[src/ecp_regs.vh]
`ifndef ECP_REGS_VH
`define ECP_REGS_VH

// Register byte offsets
`define ECP_OFF_CTRL 8'h00
`define ECP_OFF_DUTY 8'h04
`define ECP_OFF_PERIOD 8'h08
`define ECP_OFF_CMPL 8'h0c
`define ECP_OFF_CMPH 8'h10
`define ECP_OFF_TCFG 8'h14
`define ECP_OFF_STAT 8'h18
`define ECP_OFF_DBAND 8'h1c
`define ECP_OFF_PTMR 8'h20
`define ECP_OFF_DSHD 8'h24

// Control register fields
`define ECP_MODE_MSB 3
`define ECP_MODE_LSB 0
`define ECP_DCLO_MSB 5
`define ECP_DCLO_LSB 4
`define ECP_OCFG_MSB 7
`define ECP_OCFG_LSB 6

// Timer configuration fields
`define ECP_TCFG_PSC_MSB 1
`define ECP_TCFG_PSC_LSB 0
`define ECP_TCFG_ON 2
`define ECP_TCFG_POST_MSB 6
`define ECP_TCFG_POST_LSB 3
`define ECP_TCFG_TSEL 7

// Status fields
`define ECP_STAT_MATCH 0
`define ECP_STAT_POST 1

// Mode selector codes
`define ECP_MODE_OFF 4'h0
`define ECP_MODE_CMP_TGL 4'h2
`define ECP_MODE_CAP_FALL 4'h4
`define ECP_MODE_CAP_RISE 4'h5
`define ECP_MODE_CAP_4 4'h6
`define ECP_MODE_CAP_16 4'h7
`define ECP_MODE_CMP_SET 4'h8
`define ECP_MODE_CMP_CLR 4'h9
`define ECP_MODE_CMP_SW 4'ha
`define ECP_MODE_CMP_TRIG 4'hb

// Output configurations
`define ECP_OCFG_SINGLE 2'h0
`define ECP_OCFG_FWD 2'h1
`define ECP_OCFG_HALF 2'h2
`define ECP_OCFG_REV 2'h3

// Reset values
`define ECP_RST_CTRL 8'h00
`define ECP_RST_DUTY 8'h00
`define ECP_RST_PERIOD 8'hff
`define ECP_RST_TCFG 8'h00
`define ECP_RST_DBAND 7'h00

// Timing: oscillator period and sub-cycle clocks per instruction cycle
`define ECP_TOSC_NS 20
`define ECP_Q_PER_INSTR 4
`define ECP_PSC_LIM_1 4'h0
`define ECP_PSC_LIM_4 4'h3
`define ECP_PSC_LIM_16 4'hf

`endif

[src/ecp_top.v]
// Function
// - Mode zero turns off and resets unit
// - Mode 0010 toggles pin on compare match
// - Capture modes pick falling, rising, 4th, 16th
// - 1000 init low set; 1001 init high clear
// - 1010 sets flag only, pin released
// - 1011 match pulses timer reset, sets flag
// - Compare register acts as capture timer period
// - 11xx selects PWM; low bits set polarity
// - Non-PWM modes: A is capture/compare pin
// - Config 00 modulates A only
// - Config 01: D modulated, A active, B,C inactive
// - Config 10: A,B modulated with dead band
// - Config 11: B modulated, C active, A,D inactive
// - Control bits 5:4 are duty low bits
// - PWM controls load at period boundary
// - Dead band loads at duty or period boundary
// - PWM starts only after period timer reset
// - Period is (period+1)*4*prescale oscillator clocks
// - Period end clears timer, sets output unless duty is zero, copies duty
// - Postscaler only paces separate update flag
// - Capture/compare use 16-bit timers, PWM 8-bit
// - Clear output when duty matches timer+sub bits
// - Duty beyond period never clears output
// - Half bridge: B is complement of A
//
// The register offsets and the address-and-strobe port were left to the implementer.
`timescale 1ns/100ps
`default_nettype none
`include "ecp_regs.vh"

module ecp_top (
  input wire core_clk_i,
  input wire rst_i,
  input wire [7:0] reg_addr_i,
  input wire [7:0] reg_wdata_i,
  input wire reg_wr_i,
  input wire reg_rd_i,
  output reg [7:0] reg_rdata_o,
  input wire capture_pin_i,
  input wire [15:0] cap_timer_a_i,
  input wire [15:0] cap_timer_b_i,
  output reg pwm_out_a_o,
  output reg pwm_out_b_o,
  output reg pwm_out_c_o,
  output reg pwm_out_d_o,
  output reg pwm_oe_a_o,
  output reg pwm_oe_b_o,
  output reg pwm_oe_c_o,
  output reg pwm_oe_d_o,
  output reg trig_reset_a_o,
  output reg trig_reset_b_o,
  output wire match_flag_o
);

  // Prescaler terminal count for the period timer tick
  function [3:0] psc_lim;
    input [1:0] sel;
    begin
      case (sel)
        2'h0: psc_lim = `ECP_PSC_LIM_1;
        2'h1: psc_lim = `ECP_PSC_LIM_4;
        default: psc_lim = `ECP_PSC_LIM_16;
      endcase
    end
  endfunction

  // Software registers
  reg [7:0] ctrl_ff;
  reg [7:0] duty_ff;
  reg [7:0] per_ff;
  reg [7:0] cmpl_ff;
  reg [7:0] cmph_ff;
  reg [7:0] tcfg_ff;
  reg [6:0] dband_ff;
  reg [1:0] stat_ff;

  // Period timer
  reg [3:0] psc_ff;
  reg [1:0] fine_ff;
  reg [7:0] ptmr_ff;
  reg [3:0] post_ff;

  // PWM shadows and state
  reg [3:0] act_mode_ff;
  reg [1:0] act_cfg_ff;
  reg [7:0] dshd_ff;
  reg [1:0] dlat_ff;
  reg [6:0] db_shd_ff;
  reg pwm_run_ff;
  reg pwm_ff;
  reg pwm_prev_ff;
  reg [6:0] dead_ff;

  // Capture/compare state
  reg ccp_pin_ff;
  reg hit_prev_ff;
  reg cap_prev_ff;
  reg [3:0] cap_cnt_ff;

  wire [3:0] mode = ctrl_ff[`ECP_MODE_MSB:`ECP_MODE_LSB];
  wire unit_off = (mode == `ECP_MODE_OFF);
  wire pwm_mode = (mode[3:2] == 2'h3);
  wire ctrl_wr = reg_wr_i && (reg_addr_i == `ECP_OFF_CTRL);
  wire [3:0] new_mode = reg_wdata_i[`ECP_MODE_MSB:`ECP_MODE_LSB];

  // Period timer tick: one per prescale count of oscillator clocks
  wire tmr_on = tcfg_ff[`ECP_TCFG_ON];
  wire tick = tmr_on && (psc_ff == psc_lim(tcfg_ff[`ECP_TCFG_PSC_MSB:`ECP_TCFG_PSC_LSB]));
  wire period_end = tick && (fine_ff == 2'h3) && (ptmr_ff == per_ff);
  wire [9:0] duty_next = {duty_ff, ctrl_ff[`ECP_DCLO_MSB:`ECP_DCLO_LSB]};
  // Clear on the tick that brings the count to the duty value, so the asserted time is duty times prescale
  wire [9:0] cnt_next = {ptmr_ff, fine_ff} + 10'h001;
  wire duty_hit = tick && ({dshd_ff, dlat_ff} == cnt_next);

  // Selected 16-bit time base for capture and compare
  wire tsel = tcfg_ff[`ECP_TCFG_TSEL];
  wire [15:0] tval = tsel ? cap_timer_b_i : cap_timer_a_i;
  wire is_cmp = (mode == `ECP_MODE_CMP_TGL) || (mode[3:2] == 2'h2);
  wire is_cap = (mode[3:2] == 2'h1);
  wire hit = (tval == {cmph_ff, cmpl_ff});
  wire match_ev = is_cmp && hit && !hit_prev_ff;
  wire cap_rise = capture_pin_i && !cap_prev_ff;
  wire cap_fall = !capture_pin_i && cap_prev_ff;
  wire cap_edge = (mode == `ECP_MODE_CAP_FALL) ? cap_fall : cap_rise;
  reg cap_ev;

  // Capture prescale: every edge, every 4th or every 16th rising edge
  always @* begin
    case (mode)
      `ECP_MODE_CAP_FALL: cap_ev = cap_fall;
      `ECP_MODE_CAP_RISE: cap_ev = cap_rise;
      `ECP_MODE_CAP_4: cap_ev = cap_rise && (cap_cnt_ff[1:0] == 2'h3);
      `ECP_MODE_CAP_16: cap_ev = cap_rise && (cap_cnt_ff == 4'hf);
      default: cap_ev = 1'b0;
    endcase
  end

  // Software registers; a capture loads the value pair over a write
  always @(posedge core_clk_i or posedge rst_i) begin
    if (rst_i) begin
      ctrl_ff <= `ECP_RST_CTRL;
      duty_ff <= `ECP_RST_DUTY;
      per_ff <= `ECP_RST_PERIOD;
      cmpl_ff <= 8'h00;
      cmph_ff <= 8'h00;
      tcfg_ff <= `ECP_RST_TCFG;
      dband_ff <= `ECP_RST_DBAND;
    end else begin
      if (ctrl_wr)
        ctrl_ff <= reg_wdata_i;
      if (reg_wr_i && reg_addr_i == `ECP_OFF_DUTY)
        duty_ff <= reg_wdata_i;
      if (reg_wr_i && reg_addr_i == `ECP_OFF_PERIOD)
        per_ff <= reg_wdata_i;
      if (reg_wr_i && reg_addr_i == `ECP_OFF_TCFG)
        tcfg_ff <= reg_wdata_i;
      if (reg_wr_i && reg_addr_i == `ECP_OFF_DBAND)
        dband_ff <= reg_wdata_i[6:0];
      if (cap_ev && !unit_off) begin
        cmpl_ff <= tval[7:0];
        cmph_ff <= tval[15:8];
      end else begin
        if (reg_wr_i && reg_addr_i == `ECP_OFF_CMPL)
          cmpl_ff <= reg_wdata_i;
        if (reg_wr_i && reg_addr_i == `ECP_OFF_CMPH)
          cmph_ff <= reg_wdata_i;
      end
    end
  end

  // Sticky flags: a hardware set wins over a same-cycle clear
  always @(posedge core_clk_i or posedge rst_i) begin
    if (rst_i) begin
      stat_ff <= 2'h0;
    end else begin
      if (reg_wr_i && reg_addr_i == `ECP_OFF_STAT)
        stat_ff <= stat_ff & ~reg_wdata_i[1:0];
      if (!unit_off && (match_ev || cap_ev))
        stat_ff[`ECP_STAT_MATCH] <= 1'b1;
      if (period_end && post_ff == tcfg_ff[`ECP_TCFG_POST_MSB:`ECP_TCFG_POST_LSB])
        stat_ff[`ECP_STAT_POST] <= 1'b1;
    end
  end

  assign match_flag_o = stat_ff[`ECP_STAT_MATCH];

  // Period timer: prescaler, two sub-cycle bits, 8-bit count, postscaler
  always @(posedge core_clk_i or posedge rst_i) begin
    if (rst_i) begin
      psc_ff <= 4'h0;
      fine_ff <= 2'h0;
      ptmr_ff <= 8'h00;
      post_ff <= 4'h0;
    end else if (!tmr_on) begin
      psc_ff <= 4'h0;
    end else if (tick) begin
      psc_ff <= 4'h0;
      fine_ff <= fine_ff + 2'h1;
      if (period_end) begin
        ptmr_ff <= 8'h00;
        // Postscaler never touches the period, only its own flag
        if (post_ff == tcfg_ff[`ECP_TCFG_POST_MSB:`ECP_TCFG_POST_LSB])
          post_ff <= 4'h0;
        else
          post_ff <= post_ff + 4'h1;
      end else if (fine_ff == 2'h3) begin
        ptmr_ff <= ptmr_ff + 8'h01;
      end
    end else begin
      psc_ff <= psc_ff + 4'h1;
    end
  end

  // PWM core: mode, output config and duty are shadowed at period end, dead band
  // there and at the duty match; a write that leaves PWM mode stops the pulse at once
  always @(posedge core_clk_i or posedge rst_i) begin
    if (rst_i) begin
      act_mode_ff <= 4'h0;
      act_cfg_ff <= 2'h0;
      dshd_ff <= 8'h00;
      dlat_ff <= 2'h0;
      db_shd_ff <= 7'h00;
      pwm_run_ff <= 1'b0;
      pwm_ff <= 1'b0;
    end else if (!pwm_mode) begin
      // Leaving PWM (or mode zero) stops at once and rearms the start
      pwm_run_ff <= 1'b0;
      pwm_ff <= 1'b0;
    end else if (period_end) begin
      act_mode_ff <= mode;
      act_cfg_ff <= ctrl_ff[`ECP_OCFG_MSB:`ECP_OCFG_LSB];
      dshd_ff <= duty_ff;
      dlat_ff <= ctrl_ff[`ECP_DCLO_MSB:`ECP_DCLO_LSB];
      db_shd_ff <= dband_ff;
      pwm_run_ff <= 1'b1;
      pwm_ff <= (duty_next != 10'h000);
    end else if (pwm_run_ff && pwm_ff && duty_hit) begin
      // A duty above the period never matches, so the output stays set
      pwm_ff <= 1'b0;
      db_shd_ff <= dband_ff;
    end
  end

  // Dead band: after each edge both half-bridge outputs idle for the delay
  always @(posedge core_clk_i or posedge rst_i) begin
    if (rst_i) begin
      pwm_prev_ff <= 1'b0;
      dead_ff <= 7'h00;
    end else begin
      pwm_prev_ff <= pwm_ff;
      if (pwm_ff != pwm_prev_ff)
        dead_ff <= (db_shd_ff == 7'h00) ? 7'h00 : db_shd_ff - 7'h01;
      else if (dead_ff != 7'h00)
        dead_ff <= dead_ff - 7'h01;
    end
  end

  // The edge cycle is the first idle one, so a zero delay idles none
  wire db_quiet = (pwm_ff != pwm_prev_ff) ? (db_shd_ff == 7'h00) : (dead_ff == 7'h00);
  wire hb_a = pwm_ff && db_quiet;
  wire hb_b = !pwm_ff && db_quiet;

  // Compare pin state and capture edge tracking
  always @(posedge core_clk_i or posedge rst_i) begin
    if (rst_i) begin
      ccp_pin_ff <= 1'b0;
      hit_prev_ff <= 1'b0;
      cap_prev_ff <= 1'b0;
      cap_cnt_ff <= 4'h0;
    end else if (unit_off) begin
      // Entering a compare mode straight from off still takes its initial level
      ccp_pin_ff <= ctrl_wr && (new_mode == `ECP_MODE_CMP_CLR);
      hit_prev_ff <= 1'b0;
      cap_prev_ff <= capture_pin_i;
      cap_cnt_ff <= 4'h0;
    end else begin
      hit_prev_ff <= hit;
      cap_prev_ff <= capture_pin_i;
      if (ctrl_wr && new_mode == `ECP_MODE_CMP_SET)
        ccp_pin_ff <= 1'b0;
      else if (ctrl_wr && new_mode == `ECP_MODE_CMP_CLR)
        ccp_pin_ff <= 1'b1;
      else if (match_ev && mode == `ECP_MODE_CMP_TGL)
        ccp_pin_ff <= !ccp_pin_ff;
      else if (match_ev && mode == `ECP_MODE_CMP_SET)
        ccp_pin_ff <= 1'b1;
      else if (match_ev && mode == `ECP_MODE_CMP_CLR)
        ccp_pin_ff <= 1'b0;
      // Prescale count restarts whenever the mode is rewritten
      if (ctrl_wr)
        cap_cnt_ff <= 4'h0;
      else if (is_cap && cap_edge)
        cap_cnt_ff <= cap_cnt_ff + 4'h1;
    end
  end

  // Special event: one-cycle reset pulse to the selected 16-bit timer,
  // making the compare value that timer's period
  always @(posedge core_clk_i or posedge rst_i) begin
    if (rst_i) begin
      trig_reset_a_o <= 1'b0;
      trig_reset_b_o <= 1'b0;
    end else begin
      trig_reset_a_o <= match_ev && (mode == `ECP_MODE_CMP_TRIG) && !tsel;
      trig_reset_b_o <= match_ev && (mode == `ECP_MODE_CMP_TRIG) && tsel;
    end
  end

  // Pin steering: asserted levels and pin ownership per mode
  reg [3:0] lvl;
  reg [3:0] own;
  wire low_ac = act_mode_ff[1];
  wire low_bd = act_mode_ff[0];

  always @* begin
    lvl = 4'h0;
    own = 4'h0;
    if (pwm_run_ff) begin
      case (act_cfg_ff)
        `ECP_OCFG_SINGLE: begin
          lvl = {3'h0, pwm_ff};
          own = 4'h1;
        end
        `ECP_OCFG_FWD: begin
          lvl = {pwm_ff, 3'h1};
          own = 4'hf;
        end
        `ECP_OCFG_HALF: begin
          lvl = {2'h0, hb_b, hb_a};
          own = 4'h3;
        end
        default: begin
          lvl = {1'b0, 1'b1, pwm_ff, 1'b0};
          own = 4'hf;
        end
      endcase
    end else if (is_cmp && mode != `ECP_MODE_CMP_SW) begin
      // Software-only compare leaves the pin to the port
      lvl = {3'h0, ccp_pin_ff};
      own = 4'h1;
    end
  end

  // Registered pins; polarity maps asserted level to pin level
  always @(posedge core_clk_i or posedge rst_i) begin
    if (rst_i) begin
      pwm_out_a_o <= 1'b0;
      pwm_out_b_o <= 1'b0;
      pwm_out_c_o <= 1'b0;
      pwm_out_d_o <= 1'b0;
      pwm_oe_a_o <= 1'b0;
      pwm_oe_b_o <= 1'b0;
      pwm_oe_c_o <= 1'b0;
      pwm_oe_d_o <= 1'b0;
    end else begin
      pwm_out_a_o <= lvl[0] ^ (pwm_run_ff && low_ac);
      pwm_out_b_o <= lvl[1] ^ (pwm_run_ff && low_bd);
      pwm_out_c_o <= lvl[2] ^ (pwm_run_ff && low_ac);
      pwm_out_d_o <= lvl[3] ^ (pwm_run_ff && low_bd);
      // Enables only say the unit owns the pin; direction is software's
      pwm_oe_a_o <= own[0];
      pwm_oe_b_o <= own[1];
      pwm_oe_c_o <= own[2];
      pwm_oe_d_o <= own[3];
    end
  end

  // Read port: data one cycle after the strobe, zero elsewhere
  always @(posedge core_clk_i or posedge rst_i) begin
    if (rst_i) begin
      reg_rdata_o <= 8'h00;
    end else if (reg_rd_i) begin
      case (reg_addr_i)
        `ECP_OFF_CTRL: reg_rdata_o <= ctrl_ff;
        `ECP_OFF_DUTY: reg_rdata_o <= duty_ff;
        `ECP_OFF_PERIOD: reg_rdata_o <= per_ff;
        `ECP_OFF_CMPL: reg_rdata_o <= cmpl_ff;
        `ECP_OFF_CMPH: reg_rdata_o <= cmph_ff;
        `ECP_OFF_TCFG: reg_rdata_o <= tcfg_ff;
        `ECP_OFF_STAT: reg_rdata_o <= {6'h00, stat_ff};
        `ECP_OFF_DBAND: reg_rdata_o <= {1'b0, dband_ff};
        `ECP_OFF_PTMR: reg_rdata_o <= ptmr_ff;
        `ECP_OFF_DSHD: reg_rdata_o <= dshd_ff;
        default: reg_rdata_o <= 8'h00;
      endcase
    end else begin
      reg_rdata_o <= 8'h00;
    end
  end

endmodule // ecp_top

`default_nettype wire

[config.mk]
export PLATFORM = sky130hd
export DESIGN_NAME = ecp_top
export DESIGN_NICKNAME = d
export VERILOG_FILES = /design/src/ecp_top.v
export VERILOG_INCLUDE_DIRS = /design/src
export SDC_FILE = /design/constraint.sdc
export NUM_CORES = 1
export LEC_CHECK = 0
export ABC_AREA = 1
export BUFFER_PORTS_ARGS = -buffer_cell sky130_fd_sc_hd__buf_4
export CAP_MARGIN = 5
export CORE_UTILIZATION = 55
export CTS_BUF_LIST = sky130_fd_sc_hd__clkbuf_2 sky130_fd_sc_hd__clkbuf_4 sky130_fd_sc_hd__clkbuf_8
export CTS_CLUSTER_DIAMETER = 40
export DETAILED_ROUTE_END_ITERATION = 6
export GPL_TIMING_DRIVEN = 0
export PLACE_DENSITY = 0.75
export REMOVE_ABC_BUFFERS = 1
export SYNTH_ARGS = -nofsm -noshare
export SYNTH_HDL_FRONTEND = slang
export SYNTH_SLANG_ARGS = --single-unit
[constraint.sdc]
create_clock -name core_clk_i -period 10.5 [get_ports core_clk_i]
set_input_delay 0.525 -clock core_clk_i [delete_from_list [all_inputs] [get_ports core_clk_i]]
set_output_delay 0.525 -clock core_clk_i [all_outputs]
set_load 0.1 [all_outputs]
* Word-level counts from Yosys, hierarchy flattened
Cells that the tools add are included.
Word-level totals: flip-flop bits (word level) 131, input bits 53, word-level logic and storage cells 201
Operators by class: $add $sub $neg 8, equality and inequality tests 37, multiplexer cells 45, bitwise logic cells 6, reductions and logical operators 68
Operator list (number):
- 8-bit case mux with 10 select lines | 1
- 8-bit two-way mux | 7
- 1-bit logical AND | 37
- 7-bit two-way mux | 5
- 8-bit by 5-bit == test with 1-bit output (second input constant) | 4
- 4-bit two-way mux | 8
- 4-bit == test (second input constant) | 6
- 1-bit two-way mux | 18
- 16-bit == test | 1
- 4-bit by 3-bit == test with 1-bit output (second input constant) | 4
- 8-bit by 4-bit == test with 1-bit output (second input constant) | 2
- 8-bit by 6-bit == test with 1-bit output (second input constant) | 2
- 16-bit two-way mux | 1
- 4-bit case mux with 2 select lines | 2
- 7-bit zero test | 2
- 2-bit nonzero test | 7
- 7-bit by 1-bit subtractor with 7-bit output (second input constant) | 2
- 4-bit by 1-bit adder with 4-bit output (second input constant) | 3
- 4-bit case mux with 3 select lines | 1
- 10-bit by 1-bit adder with 10-bit output (second input constant) | 1
- 10-bit == test | 1
- 2-bit == test (second input constant) | 5
- 10-bit nonzero test | 1
- 8-bit by 1-bit adder with 8-bit output (second input constant) | 1
- other kinds (25) | 42

* Longest topological paths before layout
word-level depth 11, gate-level depth with buffers 14, gate-level depth less buffers 14

* Worst setup path after synthesis
OpenSTA, ideal clock, no wires.
path type register to output, from register pwm_oe_c_o (netlist name), to output pwm_oe_d_o, data arrival time 1324 ps, required time 9975 ps, setup slack 8651 ps, stages on the path, launching flop included 2, cell sequence dfrtp_1 -> buf_4
RTL lines:
- end, declared | RTL line ecp_top.v:50 | output reg pwm_oe_d_o,

* Worst setup path in the final report
from register psc_ff[2], to register act_mode_ff[0]
On the way: word-level cells in the longest chain between the ends 5
RTL lines:
- start, declared | RTL line ecp_top.v:79 | reg [3:0] psc_ff;
- start signal, assigned | RTL line ecp_top.v:211 | psc_ff <= psc_ff + 4'h1;
- 4-bit == test | RTL line ecp_top.v:109 | wire tick = tmr_on && (psc_ff == psc_lim(tcfg_ff[`ECP_TCFG_PSC_MSB:`ECP_TCFG_PSC_LSB]));
- 1-bit logical AND | RTL line ecp_top.v:109
- 1-bit logical AND (2 in series) | RTL line ecp_top.v:110 | wire period_end = tick && (fine_ff == 2'h3) && (ptmr_ff == per_ff);
- 2-bit AND reduction (no source line)
- end signal, assigned | RTL line ecp_top.v:231 | act_mode_ff <= mode;
- end, declared | RTL line ecp_top.v:85 | reg [3:0] act_mode_ff;
No other way between the ends. A chain may end at the register's enable or synchronous reset.

==> impl_metrics.yaml <==
outcome:
  status: "complete, no violations"
routing:
  finalWirelength_um: 19100
  first_pass_iters: 6
  route.detailed.drc: 0
  vias: 6841
  drt_iter0_markers: 683
  wire_per_inst_um: 15.3
  postRouteAntennaNets: 0
  via_per_inst: 5.48
layout:
  fin_cells: 1249
  antennaDiodeCount: 0
  area_delta_synth_final_pct: 14.7
  fillers: 1140
  fin_nets: 1126
  drive_above_1_share: 0.158
critical_path:
  reg2reg_depth: 10
  crit_path_end_kind: "flip-flop"
  worstPathMaxFanout: 22
  worstSetupStartpointType: "flip-flop"
  critPathKind: "reg -> reg"
  cp.required_ns: 10.83
  worstPathArrival_ns: 2.71
  path_cells: "nor2_1, nor2_1, nor2_2, nand2_4, nor2_8, nand2_4, nor2_4, inv_2, nand2_1, o21ai_1"
  cp_slowest_cell: "nor2_4"
  max_stage_delay_ns: 0.59
logic_synthesis:
  synth_top_cell_by_area: "dfrtp_1"
  synth_warnings: 0
  synthTopCellsByArea: "dfrtp_1 (41%), nand2_1 (15%), nand3_1 (6.2%)"
  synth-seq-cells: 130
  syn_area_mm2: 0.00739
  yosysMostFrequentCell: "nand2_1"
  synth_edf_count: 0
  ys_types: 44
  ys_seq_area_frac: 0.442
  synth.avg_cell_area_um2: 7.46
  syn_inst: 990
  ys.flop_type: "dfrtp_1"
  synth-async-reset-ratio: 1.00
  yosysTopAreaCellShare: 0.413
  synthTopCellsByCount: "nand2_1 (303), dfrtp_1 (122), inv_1 (118), nand3_1 (91), nor2_1 (69)"
timing:
  setup_viol: 0
  slew_violations: 0
  period_share: 0.226
  fin_crit_ns: 2.37
  rsz0062_at_grt: "false"
  worstMarginPinSlew_ns: 0.699
  final.setup.tns_ns: 0
  fmax_mhz: 421
  clock_skew_ns: 0.00977
  slew_headroom: 0.534
  hold_viol: 0
die:
  die-area_mm2: 0.0139
  die_x_um: 118
  coreArea_mm2: 0.0129
  start_util: 0.574
  pin_count: 72
  fp-row-count: 41
  dieHeight_um: 118
grt:
  antenna_found_initial: 0
  grt_max_degree: 77
  gr-total-overflow: 0
  track_usage: 0.294
  grt_pass1_wl_um: 31900
  grt_pass1_vias: 6460
hold_path:
  hold_path_class: "in -> async"
clock_network:
  clkLatencyLatePin_ns: 0.46
  cts_tree: "built"
  cts_buffer_depth: 2
  h-tree-depth: 4
  clock-sinks: 130
  ctsResizeCount: 0
  cts_made_buffers: 17
  root_buffer: "clkbuf_8"
  cts_hold_repair.buffers: 0
  postCtsSetupRepairBufs: 0
  clk_pin_slew_ns: 0.08
placed_design:
  io_buffers: 71
  post-dp-hpwl_um: 14300
  routabilityCongestion: 1.02
  dpl.cell_count: 1217
pwr:
  p_leak_nw: 4.27
  ir_drop_uv: 168
  power_mw: 1.20
  powerDensity_mw_per_mm2: 142
job:
  drv_cap: 0
==> layout by cell type, fill, tap and decap left out, types with 2 or more instances in the layout <==
| cell | netlist | final |
|---|---|---|
| nand2_1 | 303 | 303 |
| dfrtp_1 | 122 | 122 |
| inv_1 | 118 | 117 |
| nand3_1 | 91 | 91 |
| buf_4 | 2 | 71 |
| nor2_1 | 69 | 69 |
| o21ai_0 | 51 | 51 |
| o21ai_1 | 30 | 30 |
| a21oi_1 | 30 | 30 |
| clkbuf_8 | 0 | 20 |
| xnor2_1 | 16 | 16 |
| o22ai_1 | 16 | 16 |
| nor2_2 | 14 | 14 |
| xor2_1 | 11 | 11 |
| o21ai_2 | 10 | 10 |
| inv_2 | 9 | 9 |
| nor3_1 | 9 | 9 |
| ha_1 | 9 | 9 |
| nand4_1 | 8 | 8 |
| dfstp_2 | 8 | 8 |
| o211ai_1 | 7 | 7 |
| nor2_4 | 5 | 5 |
| nand2_2 | 5 | 5 |
| nand2_4 | 4 | 4 |
| clkinv_2 | 0 | 4 |
| or2_2 | 3 | 3 |
| inv_6 | 0 | 3 |
| nand3b_1 | 3 | 3 |
| nand3_2 | 2 | 2 |
| o31ai_1 | 2 | 2 |
| nor3_2 | 2 | 2 |
| a31oi_1 | 2 | 2 |
| a211oi_1 | 2 | 2 |
| and3_1 | 2 | 2 |
| bufinv_16 | 0 | 2 |
| clkinvlp_4 | 0 | 2 |
| clkinv_4 | 0 | 2 |
==> per-stage QoR <==
step                      area, um2  setup WS [ns]  hold slack, ns  utilization
after floorplan                7290           6.52           0.442            -
after detailed placement       8070           8.15           0.468        0.627
after global routing           8480           7.91           0.148        0.658
final                          8480           8.13           0.107        0.658
after global placement         8040           4.97           0.460        0.624
after CTS                      8480           8.14           0.127        0.658
==> flip-flops by register name, indices dropped and copies added (netlist names), 2 cells and up <==
signal / count
cmpl_ff: 8
duty_ff: 8
tcfg_ff: 8
act_mode_ff: 2
per_ff: 8
act_cfg_ff: 2
cap_cnt_ff: 4
db_shd_ff: 7
reg_rdata_o: 8
fine_ff: 2
dshd_ff: 8
dead_ff: 7
post_ff: 4
ctrl_ff: 8
dband_ff: 7
cmph_ff: 8
dlat_ff: 2
ptmr_ff: 8
stat_ff: 2
psc_ff: 4
==> worst paths after layout <==
path,startpoint,end,slack (ns)
worst max-delay path,psc_ff[2],act_mode_ff[0],8.13
worst min-delay path,rst_i,cap_cnt_ff[3],0.11
worst max register to register,psc_ff[2],act_mode_ff[0],8.13
worst min register to register,db_shd_ff[5],db_shd_ff[5],0.48
max in group asynchronous,rst_i,per_ff[0],9.62
min in group core_clk_i,capture_pin_i,cap_prev_ff,0.20
==> logic make-up (layout without fill, tap and decap cells) <==
logic type / after synthesis / count (layout) / share of synthesized area
compound gates: 154 / 154 / 0.118
flops: 130 / 130 / 0.442
buf+inv: 145 / 232 / 0.0784
simple gates: 524 / 524 / 0.313
fa+ha+maj: 9 / 9 / 0.0152
xor+xnor: 28 / 28 / 0.0342
==> per-layer routing <==
metal | track usage | wire [um] | vias to the layer above
met4 | 0.133 | 668 | 0
li1 | - | - | 3340
met1 | 0.392 | 8240 | 3162
met3 | 0.0547 | 1330 | 58
met5 | 0 | 0 | -
met2 | 0.466 | 8850 | 281
==> cell type report <==
| cell class | count | area, um2 | share of cell area |
|---|---|---|---|
| well taps | 172 | 215 | 0.0254 |
| multi-input cells | 715 | 3550 | 0.418 |
| clock inverters | 12 | 130 | 0.0154 |
| flip-flops and latches | 130 | 3260 | 0.385 |
| inverters | 128 | 485 | 0.0573 |
| repair buffers | 72 | 561 | 0.0661 |
| clock buffers | 20 | 275 | 0.0325 |
==> power breakdown <==
| part | leakage [nW] | total (mW) | switching [mW] | internal, mW |
|---|---|---|---|---|
| Sequential | 1.72 | 0.573 | 0.0343 | 0.539 |
| Combinational | 2.35 | 0.193 | 0.117 | 0.0762 |
| Clock | 0.205 | 0.438 | 0.207 | 0.230 |
==> worst max-delay path: cells and delay by family (launching register included) <==
kind	cells	cell delay, ns
simple gates	8	1.53
flops	1	0.41
buf+inv	1	0.22
compound gates	1	0.06
Power figures use the tool's default switching activity.
